===== src/include/ate_pkg.sv =====
// package: shared types and constants of the acquisition trigger engine
package ate_pkg;
  localparam int          ADDR_W       = 8;
  localparam int          CLK_FREQ_MHZ = 200;
  localparam logic [31:0] CLK_STEP_NS  = 32'(1000 / CLK_FREQ_MHZ);
  localparam int          RES_NS       = 4;
  localparam logic [31:0] RES_MASK     = ~32'(RES_NS - 1);

  localparam logic [ADDR_W-1:0] OFF_CTRL   = 8'h00;
  localparam logic [ADDR_W-1:0] OFF_CFG    = 8'h04;
  localparam logic [ADDR_W-1:0] OFF_EVSEL  = 8'h08;
  localparam logic [ADDR_W-1:0] OFF_WVAL   = 8'h0C;
  localparam logic [ADDR_W-1:0] OFF_WMASK  = 8'h10;
  localparam logic [ADDR_W-1:0] OFF_GRP    = 8'h14;
  localparam logic [ADDR_W-1:0] OFF_LIMN   = 8'h18;
  localparam logic [ADDR_W-1:0] OFF_LIMT   = 8'h1C;
  localparam logic [ADDR_W-1:0] OFF_STATUS = 8'h20;
  localparam logic [ADDR_W-1:0] OFF_CNT1   = 8'h24;
  localparam logic [ADDR_W-1:0] OFF_CNT2   = 8'h28;
  localparam logic [ADDR_W-1:0] OFF_TMR1   = 8'h2C;
  localparam logic [ADDR_W-1:0] OFF_TMR2   = 8'h30;

  localparam logic [1:0] RESP_OKAY   = 2'h0;
  localparam logic [1:0] RESP_SLVERR = 2'h2;
  localparam logic [1:0] POL_FALL    = 2'h1;
  localparam logic [1:0] POL_RISE    = 2'h2;
  localparam logic [1:0] POL_ANY     = 2'h3;

  typedef enum logic [3:0] {
    M_IMMED, M_WAIT, M_EVENT, M_SNAP, M_ACCCNT, M_ACCTIME, M_PULSE, M_MEASURE,
    M_PROFILE, M_NSAMP, M_ATIME, M_STACK, M_DUR, M_WIDTH, M_SEQ, M_NTH
  } ate_mode_t;

  typedef enum logic [3:0] {
    SRC_WORD, SRC_GRPVAL, SRC_CHAN, SRC_LEVEL, SRC_EDGE, SRC_GLITCH,
    SRC_SETHOLD, SRC_TRANS, SRC_INRANGE, SRC_OUTRANGE
  } ate_src_t;

  typedef enum logic [1:0] {CLK_INT, CLK_DRI, CLK_EXT, CLK_CUSTOM} ate_clk_t;
  typedef enum logic [1:0] {DMX_NONE, DMX_2X, DMX_4X, DMX_RSVD} ate_demux_t;

  typedef struct packed {
    logic [24:0] rsvd;
    logic        seqRst;
    logic        durLe;
    logic        durPres;
    logic [1:0]  rsvd2;
    logic        manTrig;
    logic        run;
  } ate_ctrl_t;

  typedef struct packed {
    logic [10:0] rsvd;
    logic [3:0]  seqLen;
    logic [1:0]  edgePol;
    logic [4:0]  chan;
    logic [1:0]  grp;
    ate_demux_t  demux;
    ate_clk_t    clkMode;
    ate_mode_t   mode;
  } ate_cfg_t;

  typedef struct packed {
    logic [19:0] rsvd;
    ate_src_t    c;
    ate_src_t    b;
    ate_src_t    a;
  } ate_evsel_t;

  typedef struct packed {
    logic [3:0] glitchMask;
    logic [3:0] rsvd;
    logic [7:0] hi;
    logic [7:0] lo;
    logic [7:0] val;
  } ate_grp_t;

  typedef struct packed {
    logic [22:0] rsvd;
    logic        snapValid;
    logic [3:0]  seqSt;
    logic [1:0]  rsvd2;
    logic        armed;
    logic        trig;
  } ate_status_t;

  typedef struct packed {
    logic        valid;
    logic [3:0]  glitch;
    logic [3:0]  fault;
    logic [31:0] data;
  } ate_sample_t;

  typedef struct packed {
    logic awRdy, wRdy, awHeld, wHeld, bValid, arRdy, rValid;
    logic [ADDR_W-1:0] awAddr;
    logic [31:0] wData;
    logic [3:0]  wStrb;
    logic [1:0]  bResp, rResp;
    logic [31:0] rData;
    ate_ctrl_t   ctrl;
    ate_cfg_t    cfg;
    ate_evsel_t  evSel;
    ate_grp_t    grp;
    logic [31:0] wordVal, wordMask, limN, limT;
    logic        sysS1, sysS2, sysS3, sysFilt;
    logic        trig, glitchStore, snapValid, prevValid, busy, condPrev;
    logic [3:0]  seqSt;
    logic [31:0] snap, prev, cnt1, cnt2, tmr1, tmr2;
  } ate_state_t;

  localparam ate_state_t STATE_RST = '0;
endpackage


===== src/core/ate_trigger_engine.sv =====
// module: trigger recognition engine with its AXI4-Lite register slave
//
// Decided for this implementation: the AXI4-Lite interface to the registers and the register addresses.
`timescale 1ns/1ps
`default_nettype none
module ate_trigger_engine (
  // clock, reset, enable
  input  wire logic                      clock,
  input  wire logic                      sys_rst,
  input  wire logic                      clkEn,
  // probed samples and cross-module trigger
  input  wire ate_pkg::ate_sample_t      sample,
  input  wire logic                      sysTrigIn,
  output logic                           trigOut,
  output logic                           glitchStoreEn,
  // AXI4-Lite write
  input  wire logic                      s_axi_awvalid,
  output logic                           s_axi_awready,
  input  wire logic [ate_pkg::ADDR_W-1:0] s_axi_awaddr,
  input  wire logic                      s_axi_wvalid,
  output logic                           s_axi_wready,
  input  wire logic [31:0]               s_axi_wdata,
  input  wire logic [3:0]                s_axi_wstrb,
  output logic                           s_axi_bvalid,
  input  wire logic                      s_axi_bready,
  output logic [1:0]                     s_axi_bresp,
  // AXI4-Lite read
  input  wire logic                      s_axi_arvalid,
  output logic                           s_axi_arready,
  input  wire logic [ate_pkg::ADDR_W-1:0] s_axi_araddr,
  output logic                           s_axi_rvalid,
  input  wire logic                      s_axi_rready,
  output logic [31:0]                    s_axi_rdata,
  output logic [1:0]                     s_axi_rresp
);
  ate_pkg::ate_state_t  s, n;
  ate_pkg::ate_status_t stat;
  logic        armed, smp, evA, evB, evC, trigHit, inRng, chBit, chPrev, cond;
  logic        grpMatch, chanMatch, anyGrp, anyChan;
  logic [7:0]  grpSrc, grpDst, grpPrev;
  logic [15:0] hit;
  logic [31:0] wv, cnt1Nx, cnt2Nx;

  function automatic logic [31:0] byteMerge(input logic [31:0] o, input logic [31:0] d,
                                            input logic [3:0] st);
    for (int i = 0; i < 4; i++) begin
      if (st[i]) o[8*i+:8] = d[8*i+:8];
    end
    return o;
  endfunction

  always_comb begin
    n = s;
    trigHit = 1'b0;
    wv = 32'h0;
    cnt1Nx = 32'h0;
    cnt2Nx = 32'h0;
    cond = 1'b0;
    stat = '0;
    // three-stage pin synchroniser; the level moves once stages two and three agree
    n.sysS1 = sysTrigIn;
    n.sysS2 = s.sysS1;
    n.sysS3 = s.sysS2;
    if (s.sysS2 == s.sysS3) n.sysFilt = s.sysS3;
    n.ctrl.manTrig = 1'b0;

    armed = s.ctrl.run && !s.trig;
    smp = armed && sample.valid;
    chBit = sample.data[s.cfg.chan];
    chPrev = s.prev[s.cfg.chan];
    grpSrc = sample.data[8*s.cfg.grp+:8];
    grpDst = sample.data[8*(s.cfg.grp ^ 2'h1)+:8];
    grpPrev = s.prev[8*s.cfg.grp+:8];
    anyGrp = 1'b0;
    anyChan = 1'b0;
    for (int i = 0; i < 4; i++) begin
      anyGrp = anyGrp | (sample.data[8*i+:8] == s.grp.val);
      anyChan = anyChan | (sample.data[8*i + 32'(s.cfg.chan[2:0])] == s.grp.val[0]);
    end
    case (s.cfg.demux)
      ate_pkg::DMX_2X: begin
        grpMatch = (grpSrc == s.grp.val) || (grpDst == s.grp.val);
        chanMatch = (chBit == s.grp.val[0])
                  || (sample.data[s.cfg.chan ^ 5'h08] == s.grp.val[0]);
      end
      ate_pkg::DMX_4X: begin
        grpMatch = anyGrp;
        chanMatch = anyChan;
      end
      default: begin
        grpMatch = grpSrc == s.grp.val;
        chanMatch = chBit == s.grp.val[0];
      end
    endcase
    // comparison assumes groups laid out in hardware bit order
    inRng = (grpSrc >= s.grp.lo) && (grpSrc <= s.grp.hi);

    hit = 16'h0;
    hit[ate_pkg::SRC_WORD] = ((sample.data ^ s.wordVal) & s.wordMask) == 32'h0;
    hit[ate_pkg::SRC_GRPVAL] = grpMatch;
    hit[ate_pkg::SRC_CHAN] = chanMatch;
    hit[ate_pkg::SRC_LEVEL] = chBit == s.cfg.edgePol[1];
    hit[ate_pkg::SRC_EDGE] = s.prevValid && (chBit != chPrev)
                           && ((s.cfg.edgePol == ate_pkg::POL_ANY)
                           || (s.cfg.edgePol == ate_pkg::POL_RISE && chBit)
                           || (s.cfg.edgePol == ate_pkg::POL_FALL && !chBit));
    hit[ate_pkg::SRC_GLITCH] = |(sample.glitch & s.grp.glitchMask);
    // faults are only meaningful when the probed system supplies the clock
    hit[ate_pkg::SRC_SETHOLD] = |(sample.fault & s.grp.glitchMask)
                              && (s.cfg.clkMode == ate_pkg::CLK_EXT
                              || s.cfg.clkMode == ate_pkg::CLK_CUSTOM);
    hit[ate_pkg::SRC_TRANS] = s.prevValid && (grpSrc != grpPrev);
    hit[ate_pkg::SRC_INRANGE] = inRng;
    hit[ate_pkg::SRC_OUTRANGE] = !inRng;
    evA = smp && hit[s.evSel.a];
    evB = smp && hit[s.evSel.b];
    evC = smp && hit[s.evSel.c];

    case (s.cfg.mode)
      ate_pkg::M_IMMED: trigHit = smp;
      ate_pkg::M_WAIT: trigHit = armed && (s.sysFilt || s.ctrl.manTrig);
      ate_pkg::M_EVENT: trigHit = evA;
      ate_pkg::M_SNAP: begin
        if (evA && !s.snapValid) begin
          n.snapValid = 1'b1;
          n.snap = sample.data;
        end else if (smp && s.snapValid && sample.data == s.snap) begin
          trigHit = 1'b1;
        end
      end
      ate_pkg::M_ACCCNT: if (evA) n.cnt1 = s.cnt1 + 32'h1;
      ate_pkg::M_ACCTIME: begin
        if (s.busy && armed) n.tmr1 = s.tmr1 + ate_pkg::CLK_STEP_NS;
        if (!s.busy && evA) n.busy = 1'b1;
        else if (s.busy && evB) n.busy = 1'b0;
      end
      ate_pkg::M_PULSE: begin
        // phase 0 waits for low so the first timed high phase is whole
        case (s.seqSt)
          4'h0: if (smp && !chBit) n.seqSt = 4'h1;
          4'h1: if (smp && chBit) begin
            n.seqSt = 4'h2;
            n.tmr1 = 32'h0;
          end
          4'h2: begin
            n.tmr1 = s.tmr1 + ate_pkg::CLK_STEP_NS;
            if (smp && !chBit) begin
              n.seqSt = 4'h3;
              n.tmr2 = 32'h0;
            end
          end
          4'h3: begin
            n.tmr2 = s.tmr2 + ate_pkg::CLK_STEP_NS;
            if (smp && chBit) trigHit = 1'b1;
          end
          default: n.seqSt = 4'h0;
        endcase
        if (!armed) n.seqSt = s.seqSt;
        if (!armed) n.tmr1 = s.tmr1;
        if (!armed) n.tmr2 = s.tmr2;
      end
      ate_pkg::M_MEASURE: begin
        if (!s.busy) begin
          if (evA) begin
            n.busy = 1'b1;
            n.tmr1 = 32'h0;
          end
        end else if (evC) begin
          n.busy = 1'b0;
        end else begin
          n.tmr1 = s.tmr1 + ate_pkg::CLK_STEP_NS;
          if (evB) begin
            n.busy = 1'b0;
            trigHit = 1'b1;
          end
        end
      end
      ate_pkg::M_PROFILE: if (armed) begin
        if (smp) n.cnt1 = inRng ? s.cnt1 + 32'h1 : s.cnt1 - 32'h1;
        n.tmr1 = s.tmr1 + ate_pkg::CLK_STEP_NS;
        trigHit = s.tmr1 + ate_pkg::CLK_STEP_NS >= s.limT;
      end
      ate_pkg::M_NSAMP: if (smp) begin
        n.cnt1 = s.cnt1 + 32'h1;
        trigHit = s.cnt1 + 32'h1 >= s.limN;
      end
      ate_pkg::M_ATIME: if (armed) begin
        n.tmr1 = s.tmr1 + ate_pkg::CLK_STEP_NS;
        trigHit = s.tmr1 + ate_pkg::CLK_STEP_NS >= s.limT;
      end
      ate_pkg::M_STACK: begin
        cnt1Nx = evA ? s.cnt1 + 32'h1 : s.cnt1;
        cnt2Nx = evB ? s.cnt2 + 32'h1 : s.cnt2;
        n.cnt1 = cnt1Nx;
        n.cnt2 = cnt2Nx;
        trigHit = smp && (cnt1Nx > s.limN || cnt2Nx > cnt1Nx);
      end
      ate_pkg::M_DUR, ate_pkg::M_WIDTH: if (armed) begin
        // the condition holds its last sampled level between samples
        if (!smp) cond = s.condPrev;
        else if (s.cfg.mode == ate_pkg::M_WIDTH) cond = chBit;
        else cond = s.ctrl.durPres ? hit[s.evSel.a] : !hit[s.evSel.a];
        n.condPrev = cond;
        if (cond) begin
          n.tmr1 = s.tmr1 + ate_pkg::CLK_STEP_NS;
          trigHit = !s.ctrl.durLe && (s.tmr1 + ate_pkg::CLK_STEP_NS > s.limT);
        end else begin
          n.tmr1 = 32'h0;
          trigHit = s.ctrl.durLe && s.condPrev && s.tmr1 != 32'h0
                  && s.tmr1 <= s.limT;
        end
      end
      ate_pkg::M_SEQ: begin
        // clause order is priority: the abandon clause outranks the advance clause
        if (s.ctrl.seqRst && evC && s.seqSt != 4'h0) begin
          n.seqSt = 4'h0;
        end else if (s.seqSt == 4'h0 ? evA : evB) begin
          if (s.seqSt + 4'h1 >= s.cfg.seqLen) trigHit = 1'b1;
          else n.seqSt = s.seqSt + 4'h1;
        end
      end
      ate_pkg::M_NTH: if (evA) begin
        n.cnt1 = s.cnt1 + 32'h1;
        trigHit = s.cnt1 + 32'h1 >= s.limN;
      end
      default: trigHit = 1'b0;
    endcase
    if (trigHit) n.trig = 1'b1;
    if (smp) begin
      n.prev = sample.data;
      n.prevValid = 1'b1;
    end
    n.glitchStore = armed && s.cfg.clkMode == ate_pkg::CLK_INT;

    stat.trig = s.trig;
    stat.armed = armed;
    stat.seqSt = s.seqSt;
    stat.snapValid = s.snapValid;

    // write channel; response only after both address and data are held
    if (s.bValid && s_axi_bready) n.bValid = 1'b0;
    if (s_axi_awvalid && s.awRdy) begin
      n.awHeld = 1'b1;
      n.awAddr = s_axi_awaddr;
    end
    if (s_axi_wvalid && s.wRdy) begin
      n.wHeld = 1'b1;
      n.wData = s_axi_wdata;
      n.wStrb = s_axi_wstrb;
    end
    if (s.awHeld && s.wHeld && !s.bValid) begin
      n.awHeld = 1'b0;
      n.wHeld = 1'b0;
      n.bValid = 1'b1;
      n.bResp = ate_pkg::RESP_OKAY;
      case (s.awAddr)
        ate_pkg::OFF_CTRL: begin
          n.ctrl = ate_pkg::ate_ctrl_t'(byteMerge(s.ctrl, s.wData, s.wStrb));
          n.ctrl.rsvd = '0;
          n.ctrl.rsvd2 = '0;
          // a fresh run clears the previous capture and all measurements
          if (!s.ctrl.run && n.ctrl.run) begin
            n.trig = 1'b0;
            n.snapValid = 1'b0;
            n.prevValid = 1'b0;
            n.busy = 1'b0;
            n.condPrev = 1'b0;
            n.seqSt = 4'h0;
            n.cnt1 = 32'h0;
            n.cnt2 = 32'h0;
            n.tmr1 = 32'h0;
            n.tmr2 = 32'h0;
          end
        end
        ate_pkg::OFF_CFG: begin
          n.cfg = ate_pkg::ate_cfg_t'(byteMerge(s.cfg, s.wData, s.wStrb));
          n.cfg.rsvd = '0;
        end
        ate_pkg::OFF_EVSEL: begin
          n.evSel = ate_pkg::ate_evsel_t'(byteMerge(s.evSel, s.wData, s.wStrb));
          n.evSel.rsvd = '0;
        end
        ate_pkg::OFF_WVAL: n.wordVal = byteMerge(s.wordVal, s.wData, s.wStrb);
        ate_pkg::OFF_WMASK: n.wordMask = byteMerge(s.wordMask, s.wData, s.wStrb);
        ate_pkg::OFF_GRP: begin
          n.grp = ate_pkg::ate_grp_t'(byteMerge(s.grp, s.wData, s.wStrb));
          n.grp.rsvd = '0;
        end
        ate_pkg::OFF_LIMN: n.limN = byteMerge(s.limN, s.wData, s.wStrb);
        ate_pkg::OFF_LIMT: begin
          wv = byteMerge(s.limT, s.wData, s.wStrb);
          n.limT = wv & ate_pkg::RES_MASK;
        end
        ate_pkg::OFF_STATUS, ate_pkg::OFF_CNT1, ate_pkg::OFF_CNT2,
        ate_pkg::OFF_TMR1, ate_pkg::OFF_TMR2: n.bResp = ate_pkg::RESP_OKAY;
        default: n.bResp = ate_pkg::RESP_SLVERR;
      endcase
    end
    n.awRdy = !n.awHeld && !n.bValid;
    n.wRdy = !n.wHeld && !n.bValid;

    // read channel; counters stay readable after a halt
    if (s.rValid && s_axi_rready) n.rValid = 1'b0;
    if (s_axi_arvalid && s.arRdy) begin
      n.rValid = 1'b1;
      n.rResp = ate_pkg::RESP_OKAY;
      case (s_axi_araddr)
        ate_pkg::OFF_CTRL: n.rData = s.ctrl;
        ate_pkg::OFF_CFG: n.rData = s.cfg;
        ate_pkg::OFF_EVSEL: n.rData = s.evSel;
        ate_pkg::OFF_WVAL: n.rData = s.wordVal;
        ate_pkg::OFF_WMASK: n.rData = s.wordMask;
        ate_pkg::OFF_GRP: n.rData = s.grp;
        ate_pkg::OFF_LIMN: n.rData = s.limN;
        ate_pkg::OFF_LIMT: n.rData = s.limT;
        ate_pkg::OFF_STATUS: n.rData = stat;
        ate_pkg::OFF_CNT1: n.rData = s.cnt1;
        ate_pkg::OFF_CNT2: n.rData = s.cnt2;
        ate_pkg::OFF_TMR1: n.rData = s.tmr1;
        ate_pkg::OFF_TMR2: n.rData = s.tmr2;
        default: begin
          n.rData = 32'h0;
          n.rResp = ate_pkg::RESP_SLVERR;
        end
      endcase
    end
    n.arRdy = !n.rValid;
  end

  always_ff @(posedge clock) begin
    if (sys_rst) s <= ate_pkg::STATE_RST;
    else if (clkEn) s <= n;
  end

  assign trigOut       = s.trig;
  assign glitchStoreEn = s.glitchStore;
  assign s_axi_awready = s.awRdy;
  assign s_axi_wready  = s.wRdy;
  assign s_axi_bvalid  = s.bValid;
  assign s_axi_bresp   = s.bResp;
  assign s_axi_arready = s.arRdy;
  assign s_axi_rvalid  = s.rValid;
  assign s_axi_rdata   = s.rData;
  assign s_axi_rresp   = s.rResp;
endmodule
`default_nettype wire


===== config.mk =====
export PLATFORM = sky130hd
export DESIGN_NAME = ate_trigger_engine
export DESIGN_NICKNAME = d
export VERILOG_FILES = /design/src/include/ate_pkg.sv /design/src/core/ate_trigger_engine.sv
export SDC_FILE = /design/constraint.sdc
export NUM_CORES = 2
export LEC_CHECK = 0
export ABC_AREA = 1
export BUFFER_PORTS_ARGS = -buffer_cell sky130_fd_sc_hd__buf_2
export CAP_MARGIN = 25
export CORE_MARGIN = 2
export CORE_UTILIZATION = 60
export CTS_BUF_LIST = sky130_fd_sc_hd__clkbuf_16
export DETAILED_ROUTE_END_ITERATION = 12
export PLACE_DENSITY = 0.84
export SYNTH_ARGS = -nofsm -noshare
export SYNTH_HDL_FRONTEND = slang
export SYNTH_SLANG_ARGS = --single-unit
export TNS_END_PERCENT = 50

===== constraint.sdc =====
create_clock -name clock -period 19.05 [get_ports clock]
set_clock_uncertainty 0.1 [all_clocks]
set_input_delay 5.715 -clock clock [delete_from_list [all_inputs] [get_ports clock]]
set_output_delay 5.715 -clock clock [all_outputs]
set_load 0.01 [all_outputs]

### Word level (Yosys, flattened, before mapping)

Cells that the tools add are included.

| operators by class | value |
|---|---|
| add/subtract/negate cells | 9 |
| magnitude comparators | 18 |
| equal/unequal tests | 67 |
| shift-type cells | 3 |
| muxes and demuxes | 144 |
| bitwise gates (word level) | 12 |
| reductions and logical operators | 109 |

Operators by type and width:

| operator | count |
|---|---|
| $mux 32 | 24 |
| $pmux 32 s13 | 1 |
| $mux 128 | 3 |
| $mux 226 | 1 |
| $mux 8 | 26 |
| $pmux 32 s5 | 1 |
| $pmux 32 s2 | 2 |
| $reduce_and 4->1 | 26 |
| $gt 32x32->1 | 3 |
| $pmux 32 s3 | 1 |
| $shiftx 32x6->8 | 3 |
| $eq 8x6->1 const B | 10 |
| $add 32x1->32 const B | 2 |
| $add 32x3->32 const B | 2 |
| $eq 8x5->1 const B | 8 |
| $ge 32x32->1 | 2 |
| $mux 1 | 51 |
| $eq 8x8->1 | 6 |
| $logic_and 1x1->1 | 39 |
| $and 32x32->32 | 1 |
| $eq 32x32->1 | 1 |
| $eq 4x4->1 const B | 8 |
| $eq 8x4->1 const B | 4 |
| $le 32x32->1 | 1 |
| other kinds (53) | 136 |

| storage, ports and cells | value |
|---|---|
| register bits | 485 |
| bits of input ports | 102 |
| output and inout port bits | 43 |
| word-level logic and storage cells | 428 |

### Depth between registers and ports, before layout

| logic depth | value |
|---|---|
| depth in word-level cells | 23 |
| depth in mapped cells | 45 |
| gate-level depth less buffers | 43 |

### Least setup slack after synthesis

Ideal clock, no wire load.

| path | value |
|---|---|
| kind | input port to flip-flop |
| start point | input sample[10] in the netlist's numbering |
| end point | register s (netlist bit trigOut) |
| setup time | 0.130 ns |
| arrival time | 9.810 ns |
| data required time | 18.820 ns |
| path slack | 9.010 ns |
| stages on the path | 39 |
| cells stage by stage | buf_2 -> a21oi_1 -> o21ai_0 -> nand2_1 -> inv_1 -> ha_1 -> nand2_1 -> o21a_1 -> o221ai_1 -> o21ai_0 -> nand2_1 -> inv_1 -> clkbuf_1 -> nand2_1 -> nand4_1 -> nand2_4 -> nand2_8 -> inv_4 -> (+3 left out) -> nand2_1 -> inv_1 -> a221oi_1 -> nor2_1 -> o21ai_0 -> o2111ai_1 -> nand2_1 -> nand2_1 -> nand2_1 -> a21oi_1 -> a21oi_1 -> nand2_1 -> nor2_1 -> nand2_1 -> nor2_1 -> nand2_1 -> nand2_1 -> a21oi_1 |

| on the way | value |
|---|---|
| word-level cells in the longest chain between the ends | 22 |

Ends and longest elaborated chain:

| element | RTL line | text |
|---|---|---|
| from (decl) | ate_trigger_engine.sv:12 | `input wire ate_pkg::ate_sample_t sample,` |
| parallel branches: the longest is 17 deep, another holds $gt 32x32->1 | n/a |  |
| $pmux 1 s12 * | ate_trigger_engine.sv:119 | `case (s.cfg.mode)` |
| $mux 1 * | ate_trigger_engine.sv:228 | `if (trigHit) n.trig = 1'b1;` |
| $mux 1 | ate_trigger_engine.sv:262 | `if (!s.ctrl.run && n.ctrl.run) begin` |
| $mux 1 | ate_trigger_engine.sv:256 | `case (s.awAddr)` |
| $mux 1 * | ate_trigger_engine.sv:251 | `if (s.awHeld && s.wHeld && !s.bValid) begin` |
| to (signal assigned) | ate_trigger_engine.sv:331 | `if (sys_rst) s <= ate_pkg::STATE_RST;` |
| to (signal assigned) | ate_trigger_engine.sv:332 | `else if (clkEn) s <= n;` |
| to (decl) | ate_trigger_engine.sv:36 | `ate_pkg::ate_state_t s, n;` |

Every way passes the cells marked *. The select of a mux whose other input is x is not followed.
A chain may end at the register's enable or synchronous reset.

### Worst setup path after layout

| path | value |
|---|---|
| start point | input sample[18] in the netlist's numbering |
| end point | register s (netlist bit trigOut) |

Same word-level chain as after synthesis.

==> impl_metrics.toml <==
[critical_path]
crit_slowest_cell = "inv_1"
worstSetupStartpointType = "input pin"
cp_max_fo = 59
endpoint_kind = "flop"
crit_type = "in2reg"
cp_top_family = "simple AND/OR/NAND/NOR gates"
cp.arrival_ns = 12.43
slowest_delay_ns = 0.58
required_ns = 19.51
cp_common_cell = "nand2_1"
critPathBufInv = 7

[finish]
largest_reg_flops = 440
drive_gt1_frac = 0.0710
final_cell_mix = "nand2_1 (1243), a21oi_1 (744), inv_1 (702), o21ai_0 (522), dfxtp_1 (482)"
multi_input_area_mm2 = 0.0226
post-route-cell-area_mm2 = 0.0391
area_growth_pct = 6.05
final_common_cell = "nand2_1"
top_register = "s"
finalNonFillerCells = 6563
regArea_mm2 = 0.00967
n_fill_cell = 5713
fin_nets = 6020

[clocking]
tritoncts = "built"
cts_buffers = 53
clk_latency_ns = 0.68
clock-root-buffer = "clkbuf_16"
cts_sinks = 483
cts_resized = 0
cts_max_level = 2
cts_buffer_depth = 3
path_clk_slew_ns = 0.06
cts_hold_buf = 0
cts_setup_buffers = 0

[sta]
worst_pin_slew_ns = 1.38
fin_crit_sh = 0.628
slew_headroom = 0.0820
rsz0062_at_grt = "no"
finalSetupTns_ns = 0
fmax_mhz = 83.5
post-route-min-period_ns = 11.97
hold_viol_final = 0
setup_viol = 0
drv_slew = 0
whs_ns = 0.349

[min_path]
hp-class = "reg2reg"

[pwr]
p_per_area_mw_per_mm2 = 57.3
p_leak_nw = 15.4
vdd_drop_max_uv = 91.2

[floorplanning]
initial_core_util = 0.608
die_w_um = 252
die_area_mm2 = 0.0634
core_area_mm2 = 0.0606
rows = 90
die_h_um = 252
io_pins = 145

[route]
wl_per_cell_um = 25.2
drt-total-wl_um = 165000
viasPerCell = 6.56
first_pass_iters = 7
ant_nets = 0
first_iter_violations = 7047
vias = 43000
post-route-drc-count = 0

[yosys]
synth_edf_count = 0
async_flop_share = 0
synth.distinct_cells = 67
avgSynthCellArea_um2 = 6.29
synth_ff_type = "dfxtp_1"
seq_area_frac_synth = 0.262
netlist_area_mm2 = 0.0369
synth_cells = 5863
ys.warnings.count = 0
ys_seq_elements = 483

[status]
status = "completed"

[global_routing]
overflow = 0
grtUsageTotal = 0.503
grt_pass1_vias = 38200
grt_pass1_wl_um = 242000
grt_max_degree = 81
antenna_found_initial = 13

[placement]
port_buffers = 142
gp_congestion = 1.11
post-place-cells = 6454
hpwl_um = 121000
placed_cell_area_mm2 = 0.0372

[job]
maxCapViolations = 0
==> power breakdown <==
part	switching, W	internal [W]	leakage (nW)
sequential	0.00000631	0.00101	3.89
combinational	0.0000963	0.0000303	10.6
clock	0.000485	0.000607	0.895
==> metrics by stage <==
step                utilization  total power (W)  setup WS [ns]
finish                    0.645          0.00224           7.08
global placement          0.614          0.00116           6.84
detailed placement        0.615          0.00116           6.71
floorplan                     -          0.00111           9.01
CTS                       0.644          0.00223           7.34
global route              0.645          0.00228           6.71
==> worst min-delay path, cell delays in order (launching register included) <==
cell,delay (ns)
dfxtp_1,0.31
inv_1,0.05
a21oi_1,0.05
==> layout make-up <==
type	count	area share
Clock inverter	45	0.0117
Timing Repair Buffer	207	0.0317
Sequential cell	483	0.247
Clock buffer	53	0.0339
Multi-Input combinational cell	4237	0.578
Inverter	748	0.0721
Antenna cell	8	0.000512
Tap cell	782	0.0250
==> worst paths after layout <==
| path | startpoint | to | slack (ns) | depth (start not counted) |
|---|---|---|---|---|
| worst max-delay path | sample[18] | trigOut | 7.08 | 38 |
| worst min-delay path | s[540] | s[540] | 0.35 | 2 |
| worst max register to register | s[406] | trigOut | 10.91 | 39 |
| worst min register to register | s[540] | s[540] | 0.35 | 2 |
==> cells in the mapped netlist, types with 13 or more instances <==
master	instances	share of area
inv_2	36	0.0037
o2111ai_1	13	0.0031
nor4_1	34	0.0058
a221oi_1	43	0.010
o221ai_1	26	0.0062
o21ai_0	522	0.071
buf_1	14	0.0014
clkbuf_1	257	0.026
o22ai_1	145	0.025
o21ai_1	18	0.0024
a21oi_1	745	0.10
dfxtp_1	483	0.26
buf_2	56	0.0076
nand3_1	384	0.052
ha_1	188	0.064
o211ai_1	74	0.015
nand2_1	1245	0.13
nor3_1	60	0.0081
inv_1	698	0.071
nand4_1	77	0.013
nor2_1	348	0.035
buf_4	54	0.011
a211oi_1	68	0.014
o21ai_2	28	0.0067
xor2_1	106	0.025
==> kinds of logic (layout without fill, tap and decap cells) <==
| kind of cell | after synthesis | in the layout | synth area share |
|---|---|---|---|
| AO/OA/AOI/OAI | 1733 | 1733 | 0.265 |
| XOR/XNOR | 115 | 115 | 0.0275 |
| adder cells (fa/ha/maj) | 188 | 188 | 0.0638 |
| buffers and inverters | 1144 | 1053 | 0.127 |
| flip-flops | 483 | 483 | 0.262 |
| other | 1 | 10 | 0.000102 |
| AND/OR/NAND/NOR | 2199 | 2199 | 0.254 |
==> layer usage <==
layer	track usage	vias to the layer above	part of all wire
met5	0.00695	-	0.00097
met4	0.342	18	0.084
met3	0.174	752	0.15
met2	0.712	3383	0.39
met1	0.641	19400	0.37
li1	-	19500	-
(Power assumes the default switching activity.)
